--- config.mk ---
export PLATFORM = sky130hd
export DESIGN_NAME = tcu_timer
export DESIGN_NICKNAME = d
export VERILOG_FILES = /design/src/tcu_pkg.sv /design/src/tcu_compare_channel.sv /design/src/tcu_timer.sv
export SDC_FILE = /design/constraint.sdc
export NUM_CORES = 1
export LEC_CHECK = 0
export ABC_CLOCK_PERIOD_IN_PS = 5700
export CAP_MARGIN = 10
export CORE_MARGIN = 3
export CORE_UTILIZATION = 55
export CTS_CLUSTER_SIZE = 30
export DETAILED_ROUTE_END_ITERATION = 12
export DONT_BUFFER_PORTS = 1
export PLACE_DENSITY = 0.7
export SYNTH_ARGS = -nofsm -noshare
export SYNTH_HDL_FRONTEND = slang
export SYNTH_SLANG_ARGS = --single-unit
--- constraint.sdc ---
create_clock -name core_clk_i -period 5.7 [get_ports core_clk_i]
set_input_delay 0.57 -clock core_clk_i [delete_from_list [all_inputs] [get_ports core_clk_i]]
set_output_delay 0.57 -clock core_clk_i [all_outputs]
set_load 0.02 [all_outputs]
--- src/tcu_pkg.sv ---
/*
 * tcu_pkg: register map, field positions, reset values and mode codes
 * for the eight-bit timer/counter with two compare channels.
 * Assumes a 32-bit classic Wishbone slave with word-aligned registers.
 */
package tcu_pkg;
    // register byte offsets
    localparam logic [4:0] ADDR_CONTROL_A = 5'h00;
    localparam logic [4:0] ADDR_CONTROL_B = 5'h04;
    localparam logic [4:0] ADDR_COUNTER = 5'h08;
    localparam logic [4:0] ADDR_COMPARE_A = 5'h0C;
    localparam logic [4:0] ADDR_COMPARE_B = 5'h10;
    localparam logic [4:0] ADDR_IRQ_FLAG = 5'h14;
    localparam logic [4:0] ADDR_IRQ_MASK = 5'h18;
    localparam logic [4:0] ADDR_ASYNC_STATE = 5'h1C;
    localparam int ADDR_W = 5;
    // control_register_a fields
    localparam int CRA_WGM0 = 0;
    localparam int CRA_WGM1 = 1;
    localparam int CRA_COMB_LO = 4;
    localparam int CRA_COMA_LO = 6;
    // control_register_b fields
    localparam int CRB_CS_LO = 0;
    localparam int CRB_WGM2 = 3;
    localparam int CRB_PRR = 7;
    // flag / mask and async state bit positions
    localparam int FLG_OVF = 0;
    localparam int FLG_MA = 1;
    localparam int FLG_MB = 2;
    localparam int ASR_AS = 3;
    // constants
    localparam logic [7:0] CNT_BOTTOM = 8'h00;
    localparam logic [7:0] CNT_MAX = 8'hFF;
    localparam logic [7:0] BYTE_ZERO = 8'h00;
    localparam logic [2:0] CS_STOP = 3'h0;
    localparam logic [2:0] CS_CORE = 3'h1;
    localparam logic [2:0] WGM_NORMAL = 3'h0;
    localparam logic [2:0] WGM_CTC = 3'h2;
    localparam logic [2:0] WGM_FAST_MAX = 3'h3;
    localparam logic [2:0] WGM_FAST_OCRA = 3'h7;
    localparam logic [1:0] COM_OFF = 2'h0;
    localparam logic [1:0] COM_TOGGLE = 2'h1;
    localparam logic [1:0] COM_CLEAR = 2'h2;
    localparam logic [1:0] COM_SET = 2'h3;
    localparam logic PRR_RESET = 1'b1;
endpackage

--- src/tcu_compare_channel.sv ---
/*
 * tcu_compare_channel: one double-buffered compare channel with its
 * comparator, delayed match flag and waveform output.
 * Assumes tick pulses come on core_clk_i and writes are single cycle.
 */
`timescale 1ns/100ps
module tcu_compare_channel
    import tcu_pkg::*;
(
    input wire logic core_clk_i,
    input wire logic reset_i,
    input wire logic tick_i,
    input wire logic [7:0] count_i,
    input wire logic [2:0] wgm_i,
    input wire logic [1:0] com_i,
    input wire logic is_bottom_i,
    input wire logic is_top_i,
    input wire logic wr_i,
    input wire logic [7:0] wdata_i,
    input wire logic flag_clr_i,
    output logic [7:0] shadow_o,
    output logic [7:0] active_o,
    output logic match_o,
    output logic flag_o,
    output logic wave_o
);
    logic match_d;
    logic pwm_mode;

    assign pwm_mode = (wgm_i == WGM_FAST_MAX) || (wgm_i == WGM_FAST_OCRA);

    // buffered compare copy
    // pwm modes load at top so a period is never cut short
    always_ff @(posedge core_clk_i) begin
        if (reset_i) begin
            shadow_o <= BYTE_ZERO;
            active_o <= BYTE_ZERO;
        end else begin
            if (wr_i) begin
                shadow_o <= wdata_i;
            end
            if (!pwm_mode) begin
                active_o <= wr_i ? wdata_i : shadow_o;
            end else if (tick_i && is_top_i) begin
                active_o <= shadow_o;
            end
        end
    end

    assign match_o = (count_i == active_o);

    // flag one tick later; set wins over clear
    always_ff @(posedge core_clk_i) begin
        if (reset_i) begin
            match_d <= 1'b0;
            flag_o <= 1'b0;
        end else begin
            if (tick_i) begin
                match_d <= match_o;
            end
            if (tick_i && match_d) begin
                flag_o <= 1'b1;
            end else if (flag_clr_i) begin
                flag_o <= 1'b0;
            end
        end
    end

    // waveform from match, mode and output mode
    // com_i is used live, never buffered
    always_ff @(posedge core_clk_i) begin
        if (reset_i) begin
            wave_o <= 1'b0;
        end else if (tick_i && com_i != COM_OFF) begin
            if (pwm_mode) begin
                if (match_o && !is_top_i) begin
                    wave_o <= (com_i == COM_SET);
                end else if (is_bottom_i) begin
                    wave_o <= (com_i != COM_SET);
                end
            end else if (match_o) begin
                case (com_i)
                    COM_TOGGLE: wave_o <= ~wave_o;
                    COM_CLEAR: wave_o <= 1'b0;
                    COM_SET: wave_o <= 1'b1;
                    default: wave_o <= wave_o;
                endcase
            end
        end
    end

    // checker helper: did the previous tick see a match
    // kept apart from match_d so the check does not lean on it
    logic chk_match_tick;
    always_ff @(posedge core_clk_i) begin
        if (reset_i) begin
            chk_match_tick <= 1'b0;
        end else if (tick_i) begin
            chk_match_tick <= (count_i == active_o);
        end
    end
endmodule

--- src/tcu_timer.sv ---
/*
 * tcu_timer: eight-bit timer/counter top with classic Wishbone slave,
 * counter unit, mode decode, crystal clock choice and two compare
 * channels. Assumes the crystal and prescaler pulses arrive
 * asynchronously and are synchronised here.
 */
`timescale 1ns/100ps
module tcu_timer
    import tcu_pkg::*;
(
    input wire logic core_clk_i,
    input wire logic reset_i,
    input wire logic wb_cyc_i,
    input wire logic wb_stb_i,
    input wire logic wb_we_i,
    input wire logic [31:0] wb_adr_i,
    input wire logic [3:0] wb_sel_i,
    input wire logic [31:0] wb_dat_i,
    output logic [31:0] wb_dat_o,
    output logic wb_ack_o,
    input wire logic prescale_tick_i,
    input wire logic crystal_pin_in_i,
    input wire logic irq_ovf_serviced_i,
    input wire logic irq_ma_serviced_i,
    input wire logic irq_mb_serviced_i,
    output logic irq_ovf_o,
    output logic irq_ma_o,
    output logic irq_mb_o,
    output logic compare_output_pin_a_o,
    output logic compare_output_pin_b_o
);
    logic [7:0] control_register_a;
    logic [7:0] control_register_b;
    logic [7:0] counter_value;
    logic [2:0] irq_mask_register;
    logic async_clock_select;
    logic overflow_flag;
    logic [2:0] xtal_sync;
    logic [1:0] pre_sync;
    logic [2:0] waveform_mode_field;
    logic [2:0] clock_select_field;
    logic power_reduction_timer_bit;
    logic timer_clock;
    logic direction_up;
    logic is_bottom;
    logic is_max;
    logic is_top;
    logic [7:0] top_value;
    logic do_clear;
    logic [7:0] next_counter;
    logic wb_hit;
    logic wr_en;
    logic rd_valid;
    logic [31:0] next_rdata;
    logic [7:0] shadow_a;
    logic [7:0] shadow_b;
    logic [7:0] active_a;
    logic [7:0] active_b;
    logic match_a;
    logic match_b;
    logic match_flag_a;
    logic match_flag_b;
    logic clr_ma;
    logic clr_mb;

    // byte-lane aware write of the low lane
    function automatic logic [7:0] lane0(input logic [7:0] old_v,
                                         input logic [3:0] sel,
                                         input logic [31:0] d);
        lane0 = sel[0] ? d[7:0] : old_v;
    endfunction

    function automatic logic wr_to(input logic [4:0] a);
        wr_to = wr_en && (wb_adr_i[ADDR_W-1:0] == a) && wb_sel_i[0];
    endfunction

    // mode field split across the two control registers
    assign waveform_mode_field = {control_register_b[CRB_WGM2],
                                  control_register_a[CRA_WGM1],
                                  control_register_a[CRA_WGM0]};
    assign clock_select_field = control_register_b[CRB_CS_LO +: 3];
    assign power_reduction_timer_bit = control_register_b[CRB_PRR];

    // wishbone: one-cycle ack, dropped the cycle after
    assign wb_hit = wb_cyc_i && wb_stb_i && !wb_ack_o;
    // writes land on the ack edge, while the master still holds the request
    assign wr_en = wb_cyc_i && wb_stb_i && wb_we_i && wb_ack_o;
    assign rd_valid = (wb_adr_i[31:ADDR_W] == '0) && (wb_adr_i[1:0] == 2'h0);

    always_ff @(posedge core_clk_i) begin
        if (reset_i) begin
            wb_ack_o <= 1'b0;
            wb_dat_o <= '0;
        end else begin
            wb_ack_o <= wb_hit;
            wb_dat_o <= next_rdata;
        end
    end

    // read mux; unmapped reads return zero and still ack
    always_comb begin
        next_rdata = '0;
        if (rd_valid) begin
            case (wb_adr_i[ADDR_W-1:0])
                ADDR_CONTROL_A: next_rdata[7:0] = control_register_a;
                ADDR_CONTROL_B: next_rdata[7:0] = control_register_b;
                ADDR_COUNTER: next_rdata[7:0] = counter_value;
                ADDR_COMPARE_A: next_rdata[7:0] = shadow_a;
                ADDR_COMPARE_B: next_rdata[7:0] = shadow_b;
                ADDR_IRQ_FLAG: next_rdata[2:0] =
                    {match_flag_b, match_flag_a, overflow_flag};
                ADDR_IRQ_MASK: next_rdata[2:0] = irq_mask_register;
                ADDR_ASYNC_STATE: next_rdata[ASR_AS] = async_clock_select;
                default: next_rdata = '0;
            endcase
        end
    end

    // control registers reset to zero: timer stopped
    always_ff @(posedge core_clk_i) begin
        if (reset_i) begin
            control_register_a <= BYTE_ZERO;
            control_register_b <= BYTE_ZERO;
            irq_mask_register <= 3'h0;
            async_clock_select <= 1'b0;
        end else if (rd_valid) begin
            if (wr_to(ADDR_CONTROL_A)) begin
                control_register_a <= lane0(control_register_a, wb_sel_i,
                                            wb_dat_i);
            end
            if (wr_to(ADDR_CONTROL_B)) begin
                control_register_b <= lane0(control_register_b, wb_sel_i,
                                            wb_dat_i);
            end
            if (wr_to(ADDR_IRQ_MASK)) begin
                irq_mask_register <= wb_dat_i[2:0];
            end
            if (wr_to(ADDR_ASYNC_STATE)) begin
                async_clock_select <= wb_dat_i[ASR_AS];
            end
        end
    end

    // two-flop synchronisers, then edge detect on the crystal only
    always_ff @(posedge core_clk_i) begin
        if (reset_i) begin
            xtal_sync <= 3'h0;
            pre_sync <= 2'h0;
        end else begin
            xtal_sync <= {xtal_sync[1:0], crystal_pin_in_i};
            pre_sync <= {pre_sync[0], prescale_tick_i};
        end
    end

    // I/O clock by default, crystal rising edge when async set
    // select zero stops; power-reduction holds module off
    // prescale taps are external; with async clear, any nonzero select other than 1 uses them
    always_comb begin
        if (power_reduction_timer_bit == PRR_RESET ||
            clock_select_field == CS_STOP) begin
            timer_clock = 1'b0;
        end else if (async_clock_select) begin
            timer_clock = xtal_sync[1] && !xtal_sync[2];
        end else if (clock_select_field == CS_CORE) begin
            timer_clock = 1'b1;
        end else begin
            timer_clock = pre_sync[1];
        end
    end

    assign is_bottom = (counter_value == CNT_BOTTOM);
    assign is_max = (counter_value == CNT_MAX);
    // top is max or compare A by mode
    assign top_value = (waveform_mode_field == WGM_CTC ||
                        waveform_mode_field == WGM_FAST_OCRA) ?
                       active_a : CNT_MAX;
    assign is_top = (counter_value == top_value);
    // supported modes are single slope, so direction stays up
    assign direction_up = 1'b1;

    // clear on A match; fast pwm restarts after top
    always_comb begin
        do_clear = 1'b0;
        case (waveform_mode_field)
            WGM_CTC: do_clear = match_a;
            WGM_FAST_MAX, WGM_FAST_OCRA: do_clear = is_top;
            default: do_clear = 1'b0;
        endcase
    end

    // clear, up or down per tick
    // normal mode wraps naturally from max to bottom
    always_comb begin
        if (do_clear) begin
            next_counter = CNT_BOTTOM;
        end else if (direction_up) begin
            next_counter = counter_value + 8'h01;
        end else begin
            next_counter = counter_value - 8'h01;
        end
    end

    // cpu write beats count and clear
    always_ff @(posedge core_clk_i) begin
        if (reset_i) begin
            counter_value <= BYTE_ZERO;
        end else if (rd_valid && wr_to(ADDR_COUNTER)) begin
            counter_value <= wb_dat_i[7:0];
        end else if (timer_clock) begin
            counter_value <= next_counter;
        end
    end

    // overflow: wrap to zero, or reaching top in fast pwm
    // service clears; write one clears; set wins
    always_ff @(posedge core_clk_i) begin
        if (reset_i) begin
            overflow_flag <= 1'b0;
        end else if (timer_clock &&
                     ((waveform_mode_field == WGM_FAST_MAX ||
                       waveform_mode_field == WGM_FAST_OCRA) ? is_top :
                      is_max)) begin
            overflow_flag <= 1'b1;
        end else if (irq_ovf_serviced_i ||
                     (rd_valid && wr_to(ADDR_IRQ_FLAG) &&
                      wb_dat_i[FLG_OVF])) begin
            overflow_flag <= 1'b0;
        end
    end

    // flag clear by service or written one
    assign clr_ma = irq_ma_serviced_i ||
                    (rd_valid && wr_to(ADDR_IRQ_FLAG) && wb_dat_i[FLG_MA]);
    assign clr_mb = irq_mb_serviced_i ||
                    (rd_valid && wr_to(ADDR_IRQ_FLAG) && wb_dat_i[FLG_MB]);

    tcu_compare_channel u_chan_a (
        .core_clk_i(core_clk_i),
        .reset_i(reset_i),
        .tick_i(timer_clock),
        .count_i(counter_value),
        .wgm_i(waveform_mode_field),
        .com_i(control_register_a[CRA_COMA_LO +: 2]),
        .is_bottom_i(is_bottom),
        .is_top_i(is_top),
        .wr_i(rd_valid && wr_to(ADDR_COMPARE_A)),
        .wdata_i(wb_dat_i[7:0]),
        .flag_clr_i(clr_ma),
        .shadow_o(shadow_a),
        .active_o(active_a),
        .match_o(match_a),
        .flag_o(match_flag_a),
        .wave_o(compare_output_pin_a_o)
    );

    tcu_compare_channel u_chan_b (
        .core_clk_i(core_clk_i),
        .reset_i(reset_i),
        .tick_i(timer_clock),
        .count_i(counter_value),
        .wgm_i(waveform_mode_field),
        .com_i(control_register_a[CRA_COMB_LO +: 2]),
        .is_bottom_i(is_bottom),
        .is_top_i(is_top),
        .wr_i(rd_valid && wr_to(ADDR_COMPARE_B)),
        .wdata_i(wb_dat_i[7:0]),
        .flag_clr_i(clr_mb),
        .shadow_o(shadow_b),
        .active_o(active_b),
        .match_o(match_b),
        .flag_o(match_flag_b),
        .wave_o(compare_output_pin_b_o)
    );

    // each request gated by its mask bit
    assign irq_ovf_o = overflow_flag && irq_mask_register[FLG_OVF];
    assign irq_ma_o = match_flag_a && irq_mask_register[FLG_MA];
    assign irq_mb_o = match_flag_b && irq_mask_register[FLG_MB];
endmodule

Word-level counts from Yosys, hierarchy flattened
Index checks and enable logic that the tools add are counted.

Input bits: 78. Output and inout bits: 38. Register bits: 105. Word-level logic and storage cells: 157.

Bitwise logic cells: 3. Equal/unequal tests: 26. Reductions and logical operators: 72. $add $sub $neg: 1. Mux-type cells: 34.

Operators with widths (number): 8-bit 2-to-1 mux (10); 1-bit logical AND (40); 27-bit logical NOT (1); 8-bit equality test (3); 3-bit case mux with 7 select lines (1); 5-bit equality test (second input constant) (4); 4-bit case mux with 5 select lines (1); 1-bit 2-to-1 mux (18); 2-bit nonzero test (8); 5-bit by 4-bit equality test with 1-bit output (second input constant) (2); 8-bit by 1-bit adder with 8-bit output (second input constant) (1); 2-bit equality test (second input constant) (4); 8-bit equality test (second input constant) (1); 8-bit logical NOT (1); 4-bit AND reduction (2); 4-bit nonzero test (2); 3-bit by 2-bit equality test with 1-bit output (second input constant) (2); 1-bit logical OR (6); 2-bit != test (second input constant) (3); 1-bit case mux with 3 select lines (2); 1-bit case mux with 6 select lines (1); 3-bit AND reduction (2); 5-bit by 3-bit equality test with 1-bit output (second input constant) (1); 5-bit logical NOT (1); other kinds (12) (19).

Longest topological paths before layout
Depth in word-level cells: 10. Gate-level depth with buffers: 9. Depth with buffers taken out: 9.

Cells and area by module
A second synthesis with hierarchy kept.

Cells, all modules: 543. Area total of the unflattened synthesis: 4494.3 um2.

By module, submodules not included: tcu_timer (cells each 341, area each 2740.1 um2, instances 1, sequential area each 860.8 um2); tcu_compare_channel (cells each 101, area each 877.1 um2, instances 2, sequential area each 380.4 um2).

Worst setup path after synthesis
Ideal clock, no wire load.

Path kind: in2reg. Start point: in wb_adr_i[16]. End point: reg u_chan_b.active_o[2]. Stages: 8. Library setup time: 0.092 ns. Path buffers: 1. Data required time: 5.608 ns. Setup slack: 3.484 ns. Arrival: 2.124 ns. Cell sequence: nor4_1 nand4_1 nor3_2 nand3_1 buf_2 mux2_2 nor2_1 nor4_1.

Word-level cells in the longest chain between the ends: 5.

Ends and longest elaborated chain: start, declared (line tcu_timer.sv:16) `input wire logic [31:0] wb_adr_i,`; 27-bit logical NOT (line tcu_timer.sv:88) `assign rd_valid = (wb_adr_i[31:ADDR_W] == '0) && (wb_adr_i[1:0] == 2'h0);`; 1-bit logical AND (line tcu_timer.sv:88); 1-bit logical AND (line tcu_timer.sv:265) `.wr_i(rd_valid && wr_to(ADDR_COMPARE_B)),`; 8-bit 2-to-1 mux (line tcu_compare_channel.sv:43) `active_o <= wr_i ? wdata_i : shadow_o;`; 8-bit 2-to-1 mux (line tcu_compare_channel.sv:42) `if (!pwm_mode) begin`; end signal, assigned (line tcu_compare_channel.sv:43); end signal, assigned (line tcu_compare_channel.sv:45) `active_o <= shadow_o;`; end, declared (line tcu_compare_channel.sv:22) `output logic [7:0] active_o,`.

Every way passes these cells. A chain may end at the register's enable or synchronous reset.

Final worst setup path
Start point: reg counter_value[6]. End point: reg u_chan_b.active_o[5].

Word-level cells in the longest chain between the ends: 3.

Ends and longest elaborated chain: start, declared (line tcu_timer.sv:34) `logic [7:0] counter_value;`; start signal, assigned (line tcu_timer.sv:208) `counter_value <= wb_dat_i[7:0];`; start signal, assigned (line tcu_timer.sv:210) `counter_value <= next_counter;`; 8-bit equality test (line tcu_timer.sv:177) `assign is_top = (counter_value == top_value);`; 1-bit logical AND (line tcu_compare_channel.sv:44) `end else if (tick_i && is_top_i) begin`; 2-bit != test (no source line).

Every way passes these cells.

==> results.md <==
* Status: completed
* Worst slack, placed at ~2.8 ns
* Storage cell area at around 0.0016 mm²
* Crit-path max FO at 14
* XOR/XNOR Fraction of Synth Area at 0.0240
* Most frequent cells in the layout: dfxtp_1, nor2_1, mux2i_1, nand2_1, conb_1
* Via Count at between 3000 and 4000
* Syn. warnings at 0
* Max-slew violations at 0
* Die X at 95.2 µm
* Antenna fix cells at 0
* Slowest stage cell, crit path: dfxtp_1
* Tightest Pin Transition at about 0.94 ns
* Combinational fraction of design power at 0.026
* Fmax at 374 MHz
* TNS Setup at 0 ns
* HP Class: primary input to register
* Post-route DRC at 0
* Final hold vios at 0
* Cts bufs inserted at 9
* Initial antenna violation count at 0
* Routed WL at 11400 µm
* Pin count of the biggest net entering global routing at 65
* Final min period at ~2.7 ns
* IO Port Bufs at 0
* Commonest non-fill, non-tap cell in the layout: dfxtp_1
* Sw power at around 230 µW
* CP peak stage delay at 0.58 ns
* Global Route Usage Sum at 0.268
* Worst IR Drop VDD at 0.141 mV
* Average instance area after synthesis at 8.71 µm²
* Post-synthesis mux area share at 0.149
* Via density at roughly 6.2
* Synth cell types at between 50 and 60
* Startpoint types: register
* Final Power at about 1000 µW
* Sw frac at 0.229
* Via count of the first global-routing pass at approximately 3600
* Final setup vio count at 0
* Slew margin rel. at 0.366
* Post-route clock skew at approximately 0.0066 ns
* WS Path Type: register to register
* LEAKAGE at roughly 0.0018 µW
* Antenna viol nets, final at 0
* Critical Path End Type: register
* # Max-Cap Violations at 0
* Worst skew pair latency at between 0.3 and 0.4 ns
* Synth Area in Compound Gates at 0.135
* Hold slack at 0.278 ns
* Critical Path AT at 2.92 ns
* WP data required at between 5 and 6 ns
* TritonCTS clock tree: built
* H-Tree Depth at 3
* Post-CTS setup buffer count at 0
* Post-synthesis register bit count at 81
* Seq/Total Area, Yosys at 0.370
* Layout area overhead at 2.31%
* RSZ-0062 raised after global routing: no
* Fin nets at approximately 570
* Filler Cells Inserted at ~660
* Share of flip-flops with an asynchronous set or reset at 0
* Int Pwr at about 780 µW
* Clk slew on worst S/H paths at around 0.080 ns
* Dominant combinational cell family by area after synthesis: simple AND/OR/NAND/NOR gates
* Proportion of layout cells with a drive suffix above 1 at 0.0738
* Grt ovf at 0
* Fin crit share at 0.469
* Post-Syn Instances at around 500
* Core ar. at about 0.0075 mm²
* PD cells at 225 mW/mm²
* Post-synthesis simple-gate area fraction at 0.233
* TritonCTS Sinks at a little over 80
* Starting Density at 0.585
* Post-CTS Resized at 0
* Clock Power Share at 0.409
* Footprint of the multi-input gates at ~0.0025 mm²
* Post-Syn Area at 0.00438 mm²
* Initial detailed-routing violation count at ~250
* # IOs at ~120
* Die area at 0.00907 mm²
* Pre-Repair DR Iteration Count at 5
* Reg power frac at 0.564
* Top_reg_cell synth: dfxtp_1
* Post-Synth Adder-Cell Area at 0.0114
* Clock Tree Root: clkbuf_8
* Post-synth EDFFs at 0
* Placer Congestion at between 0.9 and 1
* FP Rows at 31
* Dpl hpwl at roughly 8100 µm
* First-pass GRT wire length at ~18000 µm
* Critical-path cell list: nor2b_1 > a2111oi_4 > a32oi_2 > nor2_2 > nand2_1 > a211oi_1 > nor4_1
* Hold buffers post-CTS at 0
* Final worst slack at 3.02 ns
* Avg WL per Cell at 19.4 µm
* Die Y at between 90 and 100 µm
* Clock buffer depth at 2
[synthesized netlist by cell type, types with 4 or more instances]
master / instances / share of area
a222oi_1: 4 / 0.0091
nand3_1: 14 / 0.016
xnor2_1: 4 / 0.0080
and3_1: 4 / 0.0057
a21oi_1: 14 / 0.016
ha_1: 4 / 0.011
nand2_1: 36 / 0.031
buf_4: 25 / 0.043
o2bb2ai_1: 6 / 0.012
a211oi_1: 7 / 0.012
nor4_1: 13 / 0.019
inv_1: 5 / 0.0043
nand2b_1: 10 / 0.014
buf_2: 13 / 0.015
nor2b_1: 13 / 0.019
a31oi_1: 4 / 0.0057
nand4_1: 5 / 0.0071
xor2_1: 8 / 0.016
o21ai_0: 17 / 0.019
mux2i_1: 56 / 0.13
nor3_1: 18 / 0.021
clkbuf_1: 15 / 0.013
dfxtp_1: 81 / 0.37
o211ai_1: 4 / 0.0069
nor2_1: 66 / 0.057
and2_1: 7 / 0.010
[final timing paths]
check | end | startpoint | cells after the start | slack (ns)
worst max register to register | u_chan_b.active_o[5]$_SDFFE_PP0P_ | counter_value[6]$_SDFFE_PP0P_ | 7 | 3.02
worst max-delay path | u_chan_b.active_o[5]$_SDFFE_PP0P_ | counter_value[6]$_SDFFE_PP0P_ | 7 | 3.02
worst min-delay path | control_register_b[7]$_SDFFE_PP0P_ | reset_i | 1 | 0.28
worst min register to register | pre_sync[1]$_SDFF_PP0_ | pre_sync[0]$_SDFF_PP0_ | 1 | 0.44
[final cells by class]
type,count,share of cell area
Clock buffer,11,0.0293
Clock inverter,4,0.0123
Inverter,6,0.00503
Multi-Input combinational cell,384,0.560
Sequential cell,81,0.362
Tap cell,99,0.0276
Timing Repair Buffer,2,0.00335
[registers in the layout, summed over array words and instances, names as in the netlist, 3 cells and up]
register            flops
xtal_sync               3
u_chan_a.shadow_o       8
irq_mask_register       3
u_chan_b.active_o       8
u_chan_b.shadow_o       8
wb_dat_o                8
counter_value           8
control_register_a      8
u_chan_a.active_o       8
control_register_b      8
[cell families (layout without fill, tap and decap cells)]
| logic type | after synthesis | after routing |
|---|---|---|
| AOI/OAI and AO/OA | 80 | 80 |
| buffers and inverters | 61 | 23 |
| other | 1 | 24 |
| DFF | 81 | 81 |
| xor gates and xnor gates | 12 | 12 |
| and+or+nand+nor | 203 | 203 |
| adders and majority gates | 4 | 4 |
| muxes | 61 | 61 |
[power groups by stage]
stage / clock network, µW / registers, µW / logic (µW)
final: 412 / 568 / 26.3
after global routing: 443 / 568 / 29.0
after CTS: 417 / 568 / 25.9
after floorplan: 0 / 581 / 48.2
after global placement: 0 / 581 / 25.4
after detailed placement: 0 / 581 / 25.9
[through the flow]
step	util	instances	instance area, µm²
3_5_place_dp	0.574	572	4290
5_1_grt	0.599	587	4480
2_1_floorplan	-	526	4470
6_report	0.599	587	4480
3_3_place_gp	0.574	572	4290
4_1_cts	0.599	587	4480
[metal layers]
| layer | vias to the layer above | part of all wire | track usage |
|---|---|---|---|
| met1 | 1766 | 0.43 | 0.350 |
| met5 | - | 0 | 0 |
| li1 | 1699 | - | - |
| met3 | 18 | 0.070 | 0.0600 |
| met2 | 156 | 0.49 | 0.446 |
| met4 | 0 | 0.015 | 0.0721 |
[critical path, delay by kind of cell (launching register included)]
| family | cells | cell delay [ns] |
|---|---|---|
| simple gates | 4 | 0.93 |
| flops | 1 | 0.58 |
| compound gates | 3 | 1.06 |
Note: power is estimated with default switching activity, not from simulation.
